$ cat src/dfb_pkg.sv
package dfb_pkg;

    // Common timing tick: 100 ms at a 250 MHz core clock
    localparam int CLK_MHZ = 250;
    localparam int TICK_MS = 100;
    localparam int TICK_CYCLES = TICK_MS * 1000 * CLK_MHZ;
    localparam int TICK_CW = 25;
    localparam int TIMER_W = 16;
    localparam int DATA_W = 12;

    // Dwell in tenths of a second: 0.1 s .. 60 s, factory 1 s
    localparam logic [9:0] DWELL_MIN = 10'h001;
    localparam logic [9:0] DWELL_MAX = 10'h258;
    localparam logic [9:0] DWELL_FACTORY = 10'h00a;

    // Auto restart: 1..5 tries, 1..600 s apart
    localparam logic [2:0] TRIES_MIN = 3'h1;
    localparam logic [2:0] TRIES_MAX = 3'h5;
    localparam logic [9:0] AUTO_DELAY_MIN = 10'h001;
    localparam logic [9:0] AUTO_DELAY_MAX = 10'h258;
    localparam logic [15:0] TICKS_PER_SEC = 16'h000a;

    typedef enum logic [2:0] {
        ST_IDLE = 3'b000,
        ST_SEQ_WAIT = 3'b001,
        ST_ACCEL = 3'b010,
        ST_RUN = 3'b011,
        ST_DECEL = 3'b100,
        ST_DWELL = 3'b101,
        ST_FAULT = 3'b110
    } dfb_state_e;

    typedef enum logic [2:0] {
        DM_OFF = 3'b000,
        DM_RUN = 3'b001,
        DM_RAMP_DOWN = 3'b010,
        DM_FAST_STOP = 3'b011,
        DM_DWELL = 3'b100
    } dfb_mode_e;

    typedef enum logic [1:0] {
        STOP_RAMP = 2'b00,
        STOP_FAST = 2'b01,
        STOP_COAST = 2'b10
    } dfb_stop_e;

    typedef enum logic [1:0] {
        LOF_FAULT = 2'b00,
        LOF_PRESET = 2'b01,
        LOF_IGNORE = 2'b10
    } dfb_lof_e;

    typedef enum logic [1:0] {
        LO_NONE = 2'b00,
        LO_SHUTDOWN_DONE = 2'b01,
        LO_ERR_LIMIT = 2'b10,
        LO_FB_HIGH = 2'b11
    } dfb_losel_e;

    typedef enum logic [3:0] {
        FLT_NONE = 4'h0,
        FLT_SEQ_TIMEOUT = 4'h1,
        FLT_PROC_TIMEOUT = 4'h2,
        FLT_INTERNAL = 4'h3,
        FLT_DYN_BRAKE = 4'h4,
        FLT_OVERVOLT = 4'h5,
        FLT_OUT_PHASE = 4'h6,
        FLT_IN_PHASE = 4'h7,
        FLT_LOSS_FOLLOWER = 4'h8,
        FLT_OVERTEMP = 4'h9
    } dfb_fault_e;

endpackage

$ cat src/dfb_sequencer.sv
// What this block does
// After shutdown deceleration, hold low dwell speed for the dwell time, then stop.
// Dwell time 0.1 to 60 s; factory value 1 s.
// On dwell expiry, assigned logic output shows shutdown complete.
// Up to three parameter sets; apply the selected one.
// With two or three motors, user wires motor select inputs.
// Process regulator allowed only under two-wire control.
// Output flags setpoint-to-feedback error above user limit.
// Alarm outputs for feedback above high level and below low level.
// After bypass, wait the restart delay before restarting.
// Run command plus expired delay energizes the isolation contactor output.
// Sequence input not high in time gives sequence time-out fault, no start.
// Process input not high in time after ramp start faults and stops.
// Internal protection faults always turn output off and coast.
// Programmable faults share one stop type: ramp, fast or coast.
// Auto restart only with two-wire: 1-5 tries, 1-600 s apart.
// Reset input clears resettable faults; latching faults need power cycle.
// On input power loss, coast or ramp as configured.
// Input phase failure detection can be switched off.
// Output phase loss detection can be switched off.
// Live-zero reference below 3 mA: fault, preset speed or ignore.
// Dynamic brake check raises fault on short or overrating.
// Two-wire run is a held level; three-wire run acts on edges.
// All delays count a common fixed-period tick.
`timescale 1ns/1ns
`default_nettype none
module dfb_sequencer #(
    parameter int TICK_CYCLES = dfb_pkg::TICK_CYCLES
) (
    input wire logic core_clk,
    input wire logic sys_rst,
    input wire logic clkEn,
    input wire logic runCmd,
    input wire logic stopPushN,
    input wire logic twoWireMode,
    input wire logic piEnable,
    input wire logic shutdownEn,
    input wire logic [9:0] dwellTime,
    input wire logic dwellFactory,
    input wire logic lowSpeedReached,
    input wire logic [1:0] motorCount,
    input wire logic [1:0] motorSelIn,
    input wire logic [11:0] setpoint,
    input wire logic [11:0] feedback,
    input wire logic [11:0] regulatorErrorLimit,
    input wire logic [11:0] highLevel,
    input wire logic [11:0] lowLevel,
    input wire logic bypassActive,
    input wire logic [15:0] restartDelayTime,
    input wire logic seqInput,
    input wire logic [15:0] seqTimeout,
    input wire logic procCheckEn,
    input wire logic procInput,
    input wire logic [15:0] procTimeout,
    input wire logic [1:0] stopType,
    input wire logic autoRestartEn,
    input wire logic [2:0] autoTries,
    input wire logic [9:0] autoDelay,
    input wire logic faultReset,
    input wire logic internalFault,
    input wire logic overVoltFault,
    input wire logic overTempFault,
    input wire logic powerLoss,
    input wire logic powerLossRamp,
    input wire logic inPhaseFail,
    input wire logic inPhaseDetOff,
    input wire logic outPhaseLoss,
    input wire logic outPhaseDetOff,
    input wire logic refBelowLiveZero,
    input wire logic [1:0] lossFollowerMode,
    input wire logic dbFitted,
    input wire logic dbCheckEn,
    input wire logic dbFaultSense,
    input wire logic [1:0] firstLoSelect,
    output logic runOutputCmd,
    output logic [2:0] driveMode,
    output logic shutdownDone,
    output logic firstLogicOutput,
    output logic [1:0] activeSet,
    output logic piActive,
    output logic errAlarm,
    output logic fbHighAlarm,
    output logic fbLowAlarm,
    output logic presetSpeedReq,
    output logic faultActive,
    output logic [3:0] faultCode,
    output logic faultLatched
);
    typedef struct packed {
        dfb_pkg::dfb_state_e state;
        logic [dfb_pkg::TIMER_W-1:0] timer;
        logic waitRoc;
        logic run3w;
        logic prevRun;
        logic [2:0] tries;
        logic latched;
        dfb_pkg::dfb_stop_e faultStop;
        dfb_pkg::dfb_fault_e code;
        logic runOut;
        dfb_pkg::dfb_mode_e mode;
        logic sdDone;
        logic firstLo;
        logic [1:0] set;
        logic piOn;
        logic errA;
        logic hiA;
        logic loA;
        logic preset;
        logic faultOn;
    } dfb_seq_s;

    dfb_seq_s q;
    dfb_seq_s d;
    logic tick;
    logic runReq;
    logic timerDone;
    logic piOk;
    logic [11:0] errMag;
    logic [9:0] dwellTicks;
    logic [9:0] delaySec;
    logic [2:0] triesMax;
    logic latchNew;
    logic coastNew;
    logic progNew;
    logic anyNew;
    dfb_pkg::dfb_fault_e newCode;

    dfb_tick_gen #(
        .TICK_CYCLES(TICK_CYCLES)
    ) u_tick (
        .core_clk(core_clk),
        .sys_rst(sys_rst),
        .clkEn(clkEn),
        .tick(tick)
    );

    always_comb begin
        // Held level under two-wire, latched from the rising edge under three-wire
        runReq = twoWireMode ? runCmd : q.run3w;
        timerDone = (q.timer == '0);
        piOk = piEnable && twoWireMode;
        errMag = (setpoint >= feedback) ? setpoint - feedback : feedback - setpoint;
        if (dwellFactory) begin
            dwellTicks = dfb_pkg::DWELL_FACTORY;
        end else if (dwellTime < dfb_pkg::DWELL_MIN) begin
            dwellTicks = dfb_pkg::DWELL_MIN;
        end else if (dwellTime > dfb_pkg::DWELL_MAX) begin
            dwellTicks = dfb_pkg::DWELL_MAX;
        end else begin
            dwellTicks = dwellTime;
        end
        if (autoDelay < dfb_pkg::AUTO_DELAY_MIN) begin
            delaySec = dfb_pkg::AUTO_DELAY_MIN;
        end else if (autoDelay > dfb_pkg::AUTO_DELAY_MAX) begin
            delaySec = dfb_pkg::AUTO_DELAY_MAX;
        end else begin
            delaySec = autoDelay;
        end
        if (autoTries < dfb_pkg::TRIES_MIN) begin
            triesMax = dfb_pkg::TRIES_MIN;
        end else if (autoTries > dfb_pkg::TRIES_MAX) begin
            triesMax = dfb_pkg::TRIES_MAX;
        end else begin
            triesMax = autoTries;
        end

        latchNew = internalFault || (dbFitted && dbCheckEn && dbFaultSense);
        coastNew = overVoltFault || (outPhaseLoss && !outPhaseDetOff);
        progNew = overTempFault || (inPhaseFail && !inPhaseDetOff)
            || (refBelowLiveZero && lossFollowerMode == dfb_pkg::LOF_FAULT);
        if (internalFault) begin
            newCode = dfb_pkg::FLT_INTERNAL;
        end else if (latchNew) begin
            newCode = dfb_pkg::FLT_DYN_BRAKE;
        end else if (overVoltFault) begin
            newCode = dfb_pkg::FLT_OVERVOLT;
        end else if (coastNew) begin
            newCode = dfb_pkg::FLT_OUT_PHASE;
        end else if (overTempFault) begin
            newCode = dfb_pkg::FLT_OVERTEMP;
        end else if (inPhaseFail && !inPhaseDetOff) begin
            newCode = dfb_pkg::FLT_IN_PHASE;
        end else begin
            newCode = dfb_pkg::FLT_LOSS_FOLLOWER;
        end

        d = q;
        d.prevRun = runCmd;
        if (!stopPushN) begin
            d.run3w = 1'b0;
        end else if (runCmd && !q.prevRun) begin
            d.run3w = 1'b1;
        end
        if (tick && !timerDone) begin
            d.timer = q.timer - 1'b1;
        end

        case (q.state)
            dfb_pkg::ST_IDLE: begin
                d.runOut = 1'b0;
                d.mode = dfb_pkg::DM_OFF;
                if (bypassActive) begin
                    d.waitRoc = 1'b1;
                    d.timer = restartDelayTime;
                end else if (q.waitRoc && timerDone) begin
                    d.waitRoc = 1'b0;
                end else if (runReq && !q.waitRoc && !powerLoss) begin
                    d.state = dfb_pkg::ST_SEQ_WAIT;
                    d.runOut = 1'b1;
                    d.sdDone = 1'b0;
                    d.timer = seqTimeout;
                end
            end
            dfb_pkg::ST_SEQ_WAIT: begin
                if (!runReq) begin
                    d.state = dfb_pkg::ST_IDLE;
                    d.runOut = 1'b0;
                end else if (seqInput) begin
                    d.state = dfb_pkg::ST_ACCEL;
                    d.mode = dfb_pkg::DM_RUN;
                    d.timer = procTimeout;
                end else if (timerDone) begin
                    d.state = dfb_pkg::ST_FAULT;
                    d.code = dfb_pkg::FLT_SEQ_TIMEOUT;
                    d.faultStop = dfb_pkg::STOP_COAST;
                    d.runOut = 1'b0;
                end
            end
            dfb_pkg::ST_ACCEL: begin
                if (!runReq) begin
                    d.state = dfb_pkg::ST_DECEL;
                    d.mode = dfb_pkg::DM_RAMP_DOWN;
                end else if (!procCheckEn || procInput) begin
                    d.state = dfb_pkg::ST_RUN;
                    d.tries = '0;
                end else if (timerDone) begin
                    d.state = dfb_pkg::ST_FAULT;
                    d.code = dfb_pkg::FLT_PROC_TIMEOUT;
                    d.faultStop = dfb_pkg::dfb_stop_e'(stopType);
                end
            end
            dfb_pkg::ST_RUN: begin
                if (!runReq) begin
                    d.state = dfb_pkg::ST_DECEL;
                    d.mode = dfb_pkg::DM_RAMP_DOWN;
                end
            end
            dfb_pkg::ST_DECEL: begin
                if (lowSpeedReached && shutdownEn) begin
                    d.state = dfb_pkg::ST_DWELL;
                    d.mode = dfb_pkg::DM_DWELL;
                    d.timer = dfb_pkg::TIMER_W'(dwellTicks);
                end else if (lowSpeedReached) begin
                    d.state = dfb_pkg::ST_IDLE;
                    d.mode = dfb_pkg::DM_OFF;
                    d.runOut = 1'b0;
                end
            end
            dfb_pkg::ST_DWELL: begin
                if (timerDone) begin
                    d.state = dfb_pkg::ST_IDLE;
                    d.mode = dfb_pkg::DM_OFF;
                    d.runOut = 1'b0;
                    d.sdDone = 1'b1;
                end
            end
            dfb_pkg::ST_FAULT: begin
                d.runOut = 1'b0;
                if (q.latched || q.faultStop == dfb_pkg::STOP_COAST || lowSpeedReached) begin
                    d.mode = dfb_pkg::DM_OFF;
                end else if (q.faultStop == dfb_pkg::STOP_FAST) begin
                    d.mode = dfb_pkg::DM_FAST_STOP;
                end else begin
                    d.mode = dfb_pkg::DM_RAMP_DOWN;
                end
                // Clearing only frees the sequencer; a held run then starts afresh
                if (!q.latched && faultReset) begin
                    d.state = dfb_pkg::ST_IDLE;
                    d.code = dfb_pkg::FLT_NONE;
                    d.tries = '0;
                end else if (!q.latched && autoRestartEn && twoWireMode
                             && q.tries < triesMax && timerDone) begin
                    d.state = dfb_pkg::ST_IDLE;
                    d.code = dfb_pkg::FLT_NONE;
                    d.tries = q.tries + 1'b1;
                end
            end
            default: begin
                d.state = dfb_pkg::ST_IDLE;
            end
        endcase

        // Power loss is not a fault: it only ends the run in the chosen manner
        if (powerLoss && q.state != dfb_pkg::ST_IDLE && q.state != dfb_pkg::ST_FAULT) begin
            if (powerLossRamp) begin
                if (q.state != dfb_pkg::ST_DECEL && q.state != dfb_pkg::ST_DWELL) begin
                    d.state = dfb_pkg::ST_DECEL;
                    d.mode = dfb_pkg::DM_RAMP_DOWN;
                end
            end else begin
                d.state = dfb_pkg::ST_IDLE;
                d.mode = dfb_pkg::DM_OFF;
                d.runOut = 1'b0;
            end
        end

        anyNew = latchNew || coastNew || progNew;
        // First fault holds the code; a latching one overrides any resettable one
        if ((anyNew && q.state != dfb_pkg::ST_FAULT) || (latchNew && !q.latched)) begin
            d.state = dfb_pkg::ST_FAULT;
            d.code = newCode;
            d.runOut = 1'b0;
            d.latched = latchNew;
            d.timer = TICKS_FOR(delaySec);
            if (latchNew || coastNew) begin
                d.faultStop = dfb_pkg::STOP_COAST;
                d.mode = dfb_pkg::DM_OFF;
            end else begin
                d.faultStop = dfb_pkg::dfb_stop_e'(stopType);
            end
        end else if (d.state == dfb_pkg::ST_FAULT && q.state != dfb_pkg::ST_FAULT) begin
            d.timer = TICKS_FOR(delaySec);
        end

        // Clamp a selection beyond the configured motor count to the last set
        if (motorCount == 2'h0 || motorSelIn >= motorCount) begin
            d.set = (motorCount == 2'h0) ? 2'h0 : motorCount - 2'h1;
        end else begin
            d.set = motorSelIn;
        end

        d.piOn = piOk;
        d.errA = piOk && (errMag > regulatorErrorLimit);
        d.hiA = piOk && (feedback > highLevel);
        d.loA = piOk && (feedback < lowLevel);
        d.preset = refBelowLiveZero && lossFollowerMode == dfb_pkg::LOF_PRESET;
        d.faultOn = (d.state == dfb_pkg::ST_FAULT);

        case (firstLoSelect)
            dfb_pkg::LO_SHUTDOWN_DONE: d.firstLo = d.sdDone;
            dfb_pkg::LO_ERR_LIMIT: d.firstLo = d.errA;
            dfb_pkg::LO_FB_HIGH: d.firstLo = d.hiA;
            default: d.firstLo = 1'b0;
        endcase
    end

    function automatic logic [dfb_pkg::TIMER_W-1:0] TICKS_FOR(input logic [9:0] sec);
        TICKS_FOR = dfb_pkg::TIMER_W'(dfb_pkg::TIMER_W'(sec) * dfb_pkg::TICKS_PER_SEC);
    endfunction

    always_ff @(posedge core_clk) begin
        if (sys_rst) begin
            q <= '0;
        end else if (clkEn) begin
            q <= d;
        end
    end

    assign runOutputCmd = q.runOut;
    assign driveMode = q.mode;
    assign shutdownDone = q.sdDone;
    assign firstLogicOutput = q.firstLo;
    assign activeSet = q.set;
    assign piActive = q.piOn;
    assign errAlarm = q.errA;
    assign fbHighAlarm = q.hiA;
    assign fbLowAlarm = q.loA;
    assign presetSpeedReq = q.preset;
    assign faultActive = q.faultOn;
    assign faultCode = q.code;
    assign faultLatched = q.latched;
endmodule // dfb_sequencer
`default_nettype wire

$ cat src/dfb_tick_gen.sv
`timescale 1ns/1ns
`default_nettype none
module dfb_tick_gen #(
    parameter int TICK_CYCLES = dfb_pkg::TICK_CYCLES
) (
    input wire logic core_clk,
    input wire logic sys_rst,
    input wire logic clkEn,
    output logic tick
);
    typedef struct packed {
        logic [dfb_pkg::TICK_CW-1:0] count;
        logic tick;
    } dfb_tick_s;

    localparam logic [dfb_pkg::TICK_CW-1:0] LAST = dfb_pkg::TICK_CW'(TICK_CYCLES - 1);

    dfb_tick_s q;
    dfb_tick_s d;

    always_comb begin
        d = q;
        d.tick = 1'b0;
        if (q.count == LAST) begin
            d.count = '0;
            d.tick = 1'b1;
        end else begin
            d.count = q.count + 1'b1;
        end
    end

    always_ff @(posedge core_clk) begin
        if (sys_rst) begin
            q <= '0;
        end else if (clkEn) begin
            q <= d;
        end
    end

    assign tick = q.tick;
endmodule // dfb_tick_gen
`default_nettype wire

$ cat config.mk
export PLATFORM = sky130hd
export DESIGN_NAME = dfb_sequencer
export DESIGN_NICKNAME = d
export VERILOG_FILES = /design/src/dfb_pkg.sv /design/src/dfb_sequencer.sv /design/src/dfb_tick_gen.sv
export SDC_FILE = /design/constraint.sdc
export NUM_CORES = 1
export LEC_CHECK = 0
export BUFFER_PORTS_ARGS = -buffer_cell sky130_fd_sc_hd__buf_2
export CORE_ASPECT_RATIO = 2
export CORE_MARGIN = 4
export CORE_UTILIZATION = 55
export DETAILED_ROUTE_END_ITERATION = 16
export PLACE_DENSITY_LB_ADDON = 0.25
export SYNTH_ARGS = -nofsm -noshare
export SYNTH_HDL_FRONTEND = slang
export SYNTH_SLANG_ARGS = --single-unit
$ cat constraint.sdc
create_clock -name core_clk -period 5.7 [get_ports core_clk]
set_clock_uncertainty 0.15 [all_clocks]
set_input_delay 1.14 -clock core_clk [delete_from_list [all_inputs] [get_ports core_clk]]
set_output_delay 1.14 -clock core_clk [all_outputs]
set_load 0.03 [all_outputs]
==> Word level (Yosys, flattened, before mapping) <==
Index checks and enable logic that the tools add are counted.
{ "totals": {"inputBits": 170, "word_cells": 223, "out_inout_bits": 19, "ff_bits": 72} }
{ "op_classes": {"n_addsub": 6, "n_mul": 1, "eq_ne": 29, "mux": 91, "reduce_logical": 62, "order_cmp": 12} }
{ "ops": {"columns": ["operator", "count"], "rows": [
  ["$mux W16", 6],
  ["$mux W3", 29],
  ["$mux W10", 6],
  ["$pmux W16 S3", 1],
  ["$mux W4", 10],
  ["$mux W19", 2],
  ["$ne A3 B3 Y1 const B", 10],
  ["$logic_and A1 B1 Y1", 27],
  ["$add A25 B1 Y25 const B", 1],
  ["$eq A25 B25 Y1 const B", 1],
  ["$mux W25", 1],
  ["$gt A12 B12 Y1", 2],
  ["$mux W6", 4],
  ["$sub A12 B12 Y12", 2],
  ["$pmux W3 S7", 1],
  ["$gt A10 B10 Y1 const B", 2],
  ["$lt A10 B1 Y1 const B", 2],
  ["$pmux W3 S6", 1],
  ["$mux W17", 1],
  ["$logic_not A16 Y1", 1],
  ["$sub A16 B1 Y16 const B", 1],
  ["$eq A3 B3 Y1 const B", 5],
  ["$mux W1", 15],
  ["$mux W7", 2],
  ["38 further kinds", 68]
]} }

==> Logic depth before layout (Yosys ltp) <==
{ "logic_depth": {"depth_word": 16, "mapped_depth": 21} }

==> Modules after synthesis <==
From an unflattened synthesis, not the netlist that was laid out.
{ "hier_totals": {"cells_unflattened": 1057, "area_unflattened_um2": 7747.4} }
{ "modules_own_cells": {"columns": ["module", "cells_each", "instances", "area_each_um2", "seq_area_each_um2"], "rows": [
  ["dfb_sequencer", 908, 1, 6454.9, 920.9],
  ["dfb_tick_gen", 149, 1, 1292.5, 520.5]
]} }

==> Worst setup path before layout <==
Ideal clock, no wire load.
{ "synth_path": {"path_type": "input -> register", "start": "input setpoint[0]", "end": "register q (netlist bit firstLogicOutput)", "cell_stages": 19, "slack_ps": 788, "t_required_ps": 5425, "arrival_time_ps": 4637, "path_cell_list": "inv_1 > ha_1 > inv_1 > fa_1 > a21oi_1 > o211ai_1 > o21ai_0 > nand2_1 > mux2i_1 > a221oi_1 > o211a_1 > xnor2_1 > ha_1 > a21o_1 > a21o_1 > a2111oi_0 > nor2_1 > a221oi_1 > nor3_1"} }
{ "synth_between": {"elab_chain_len": 5, "word_cells_on_any_way": 7, "cone_classes": "2 x add/sub; 2 x order compare; 2 x mux; 1 x reduce/logical"} }
{ "synth_lines": {"columns": ["item", "line", "source"], "rows": [
  ["from (decl)", "dfb_sequencer.sv:43", "input wire logic [11:0] setpoint,"],
  ["$sub A12 B12 Y12 or $ge A12 B12 Y1 (tied branches)", "dfb_sequencer.sv:142", "errMag = (setpoint >= feedback) ? setpoint - feedback : feedback - setpoint;"],
  ["$mux W12 (*)", "dfb_sequencer.sv:142", null],
  ["$gt A12 B12 Y1 (*)", "dfb_sequencer.sv:333", "d.errA = piOk && (errMag > regulatorErrorLimit);"],
  ["$logic_and A1 B1 Y1 (*)", "dfb_sequencer.sv:333", null],
  ["$pmux W1 S3 (*)", "dfb_sequencer.sv:339", "case (firstLoSelect)"],
  ["to (signal assigned)", "dfb_sequencer.sv:353", "q <= '0;"],
  ["to (signal assigned)", "dfb_sequencer.sv:355", "q <= d;"],
  ["to (decl)", "dfb_sequencer.sv:112", "dfb_seq_s q;"]
]} }
Every way passes the cells marked *; elsewhere a longest branch is shown, timed or not.
A chain may end at the register's enable or synchronous reset.

==> Worst setup path in the final report <==
Ends and elaborated chain as after synthesis.

==> metrics.md <==
| Metric | Value |
|---|---|
| Met1 Usage GRT | `29.0%` |
| Layout filler cell count | `between 1000 and 1500` |
| Mapped Cells | `between 1000 and 1500` |
| Via-to-Cell Ratio | `just over 6` |
| Met3 Use GR | `4.13%` |
| Die Footprint | `around 16000 sq um` |
| Minimum clock period | `roughly 5.2 ns` |
| Worst-path cell chain | `buf_2, inv_1, ha_1, inv_1, fa_1, a21oi_1, o211ai_1, o21ai_0, nand2_1, mux2i_1, a221oi_1, buf_4, o211a_1, o21a_1, o21ai_0, ha_1, nand4_1, nor2_1, a2111oi_0, nor2_1, a221oi_1, nor3_1` |
| Nets | `about 1400` |
| Maximum vdd drop | `approximately 0.16 mV` |
| Total negative slack | `0 ns` |
| Startpoint class of the critical path | `input pin` |
| CTS tree | `done` |
| Cts hold-fix bufs | `0` |
| Tot GR Track Use | `roughly a third` |
| Vias in the first global route | `around 8000` |
| Cells after DPL | `roughly 1300` |
| Kind of critical path | `input pin to flop` |
| Top_reg_cell synth | `dfxtp_1` |
| Chip Height | `approximately 170 um` |
| Fmax | `between 150 and 200 MHz` |
| Clk slew on worst S/H paths | `0.06 ns` |
| ANT cells | `0` |
| Yosys Warn Count | `0` |
| Slowest-stage cell, CP | `a2111oi_0` |
| Share of layout cells above drive strength 1 | `21.6%` |
| Crit-path max cell delay | `around 0.4 ns` |
| Beginning of the critical path | `setpoint[0]` |
| P&R area growth vs syn | `16.6%` |
| RSZ-0062 raised after global routing | `no` |
| Post-Layout Cell Count | `between 1000 and 1500` |
| Status | `finished clean` |
| First-pass GRT wire length | `39.6 mm` |
| EDFF count, synth | `0` |
| Clk root buf | `clkbuf_16` |
| Core ar. | `approximately 13000 sq um` |
| Worst EP arrival | `about 5.3 ns` |
| Synth Register Bits | `just over 70` |
| Met2 Usage GRT | `slightly above 60%` |
| Period utilization | `between 90% and 100%` |
| Die Wd | `90.8 um` |
| Mean Syn Cell Area | `7.50 sq um` |
| Worst reg-to-reg path cell count | `9` |
| Setup crit end kind | `flop` |
| Via count | `around 8200` |
| Most frequent cells in the layout | `buf_2, nor2_1, a21oi_1` |
| GR peak layer | `met2` |
| CP endpoint | `firstLogicOutput` |
| Lkg Pwr | `a little over 4 nW` |
| Register area share after synthesis | `19.1%` |
| Dpl hpwl | `about 21 mm` |
| Worst r2r src | `q[45]` |
| # setup viols final | `0` |
| Count of buffers from port buffering | `around 190` |
| Total CTS buffers | `9` |
| Final ANT Viol Nets | `0` |
| H-tree levels | `3` |
| Initial Utilization | `56.1%` |
| Resize count post-CTS | `0` |
| Asr flop ratio synth | `0%` |
| Max_slew headroom | `around a quarter` |
| DR pass1 iterations | `5` |
| CTS max path bufs | `2` |
| Max Cap Viol | `0` |
| Routed WL | `around 26 mm` |
| Initial antenna violation count | `0` |
| Unique masters post-synth | `90` |
| Largest net degree at the start of global routing | `34` |
| GPL Wtd Cong | `approximately 0.95` |
| Postcts setup bufs | `0` |
| Overflow after GRT | `0` |
| Syn_nets | `between 1000 and 1500` |
| Max FO, Critical Path | `4` |
| Routed WL per cell | `~19 um` |
| Skew-Pair Late Insertion Delay | `approximately 0.35 ns` |
| Reg2Reg Setup Slack | `~2.3 ns` |
| Data required, critical path | `approximately 5.8 ns` |
| Syn Std Cell Area | `about 7500 sq um` |
| Commonest non-fill, non-tap cell in the layout | `buf_2` |
| Reg-to-reg endpoint | `q[32]` |
| FP Rows | `60` |
| Pwr/cell area | `211 nW/um^2` |
| Final hold vios | `0` |
| Total I/O pin count | `approximately 190` |
| Iter 0 DRT Violations | `~530` |
| Hold/Removal Path Class | `flop to flop` |
| Worst-Margin Slew | `between 1 and 1.5 ns` |
| DRC violations left | `0` |
| Final Max Tran Viols | `0` |
| WHS | `0.297 ns` |
| Clock sink count | `just over 70` |
[area by class of cell]
| cell class | instances | area, sq um | share of cell area, % |
|---|---|---|---|
| Timing Repair Buffer | 200 | 1030 | 11.7 |
| Inverter | 80 | 300 | 3.42 |
| Multi-Input combinational cell | 803 | 5470 | 62.2 |
| Sequential cell | 72 | 1440 | 16.4 |
| Clock buffer | 11 | 253 | 2.88 |
| Clock inverter | 5 | 103 | 1.17 |
| Tap cell | 155 | 194 | 2.21 |
[worst min path at each step]
stage,slack (ns),start,to,cells after the start
after floorplan,0.28,faultCode[3],faultCode[3],2
after global placement,0.29,faultCode[3],faultCode[3],2
after detailed placement,0.29,faultCode[3],faultCode[3],2
after CTS,0.30,faultCode[3],faultCode[3],2
after global routing,0.34,faultCode[3],faultCode[3],2
final,0.30,faultCode[3],faultCode[3],2
[power by group]
| part | leakage, nW | internal [W] | switching [W] |
|---|---|---|---|
| registers | 0.587 | 0.000524 | 0.0000318 |
| clock network | 0.172 | 0.000451 | 0.000235 |
| logic | 3.34 | 0.000258 | 0.000356 |
| total | 4.09 | 0.00123 | 0.000622 |
[synth_stat cells (10+ instances only)]
cell	n	area [sq um]
a21o_1	21	158
a211oi_1	10	75.1
o211ai_1	10	75.1
ha_1	81	1010
nand3_1	24	120
nand4_1	26	163
nor3_1	26	130
mux2i_1	18	180
inv_1	79	297
nor2b_1	22	138
nand2_1	80	300
a21oi_1	89	445
clkbuf_1	22	82.6
xor2_1	25	219
o21ai_0	65	325
xnor2_1	18	158
nor2_1	103	387
a31oi_1	10	62.6
nand2b_1	18	113
and3_1	10	62.6
dfxtp_1	72	1440
[cells by family (layout without fill, tap and decap cells)]
kind of cell,after synthesis,count (layout),synth area share (%)
AOI/OAI and AO/OA,286,286,25.0
xor gates and xnor gates,43,43,5.00
adders and majority gates,84,84,14.2
buffers and inverters,130,296,8.38
DFF,72,72,19.1
muxes,23,23,3.19
and+or+nand+nor,367,367,25.1
[per-stage QoR]
step | total power, W | utilization [%] | setup WS, ns | cell area [sq um]
3_3_place_gp | 0.00117 | 62.8 | 0.472 | 8430
6_report | 0.00185 | 65.4 | 0.505 | 8790
4_1_cts | 0.00185 | 65.4 | 0.656 | 8790
2_1_floorplan | 0.000973 | - | 0.788 | 7540
3_5_place_dp | 0.00117 | 62.8 | 0.310 | 8430
5_1_grt | 0.00194 | 65.4 | 0.326 | 8790
[worst max-delay path: cells and delay by family]
family                     cells  cell delay [ns]
adders and majority gates      3             0.81
muxes                          1             0.21
buffers and inverters          4             0.38
AOI/OAI and AO/OA              9             2.15
and+or+nand+nor                5             0.57
[flip-flops by register name (all words and copies together), names as in the netlist]
| name | cells |
|---|---|
| q | 27 |
| u_tick.q | 25 |
| faultCode | 4 |
| driveMode | 3 |
| activeSet | 2 |
| errAlarm | 1 |
| faultActive | 1 |
| faultLatched | 1 |
| fbHighAlarm | 1 |
| fbLowAlarm | 1 |
| firstLogicOutput | 1 |
| piActive | 1 |
| presetSpeedReq | 1 |
| runOutputCmd | 1 |
| shutdownDone | 1 |
| u_tick.tick | 1 |
[per-layer routing]
layer | vias up | part of all wire [%]
met2 | 298 | 55
met1 | 3823 | 33
li1 | 3941 | -
met4 | 0 | 7.2
met3 | 92 | 4.2
met5 | - | 0
Note: power is estimated with default switching activity, not from simulation.
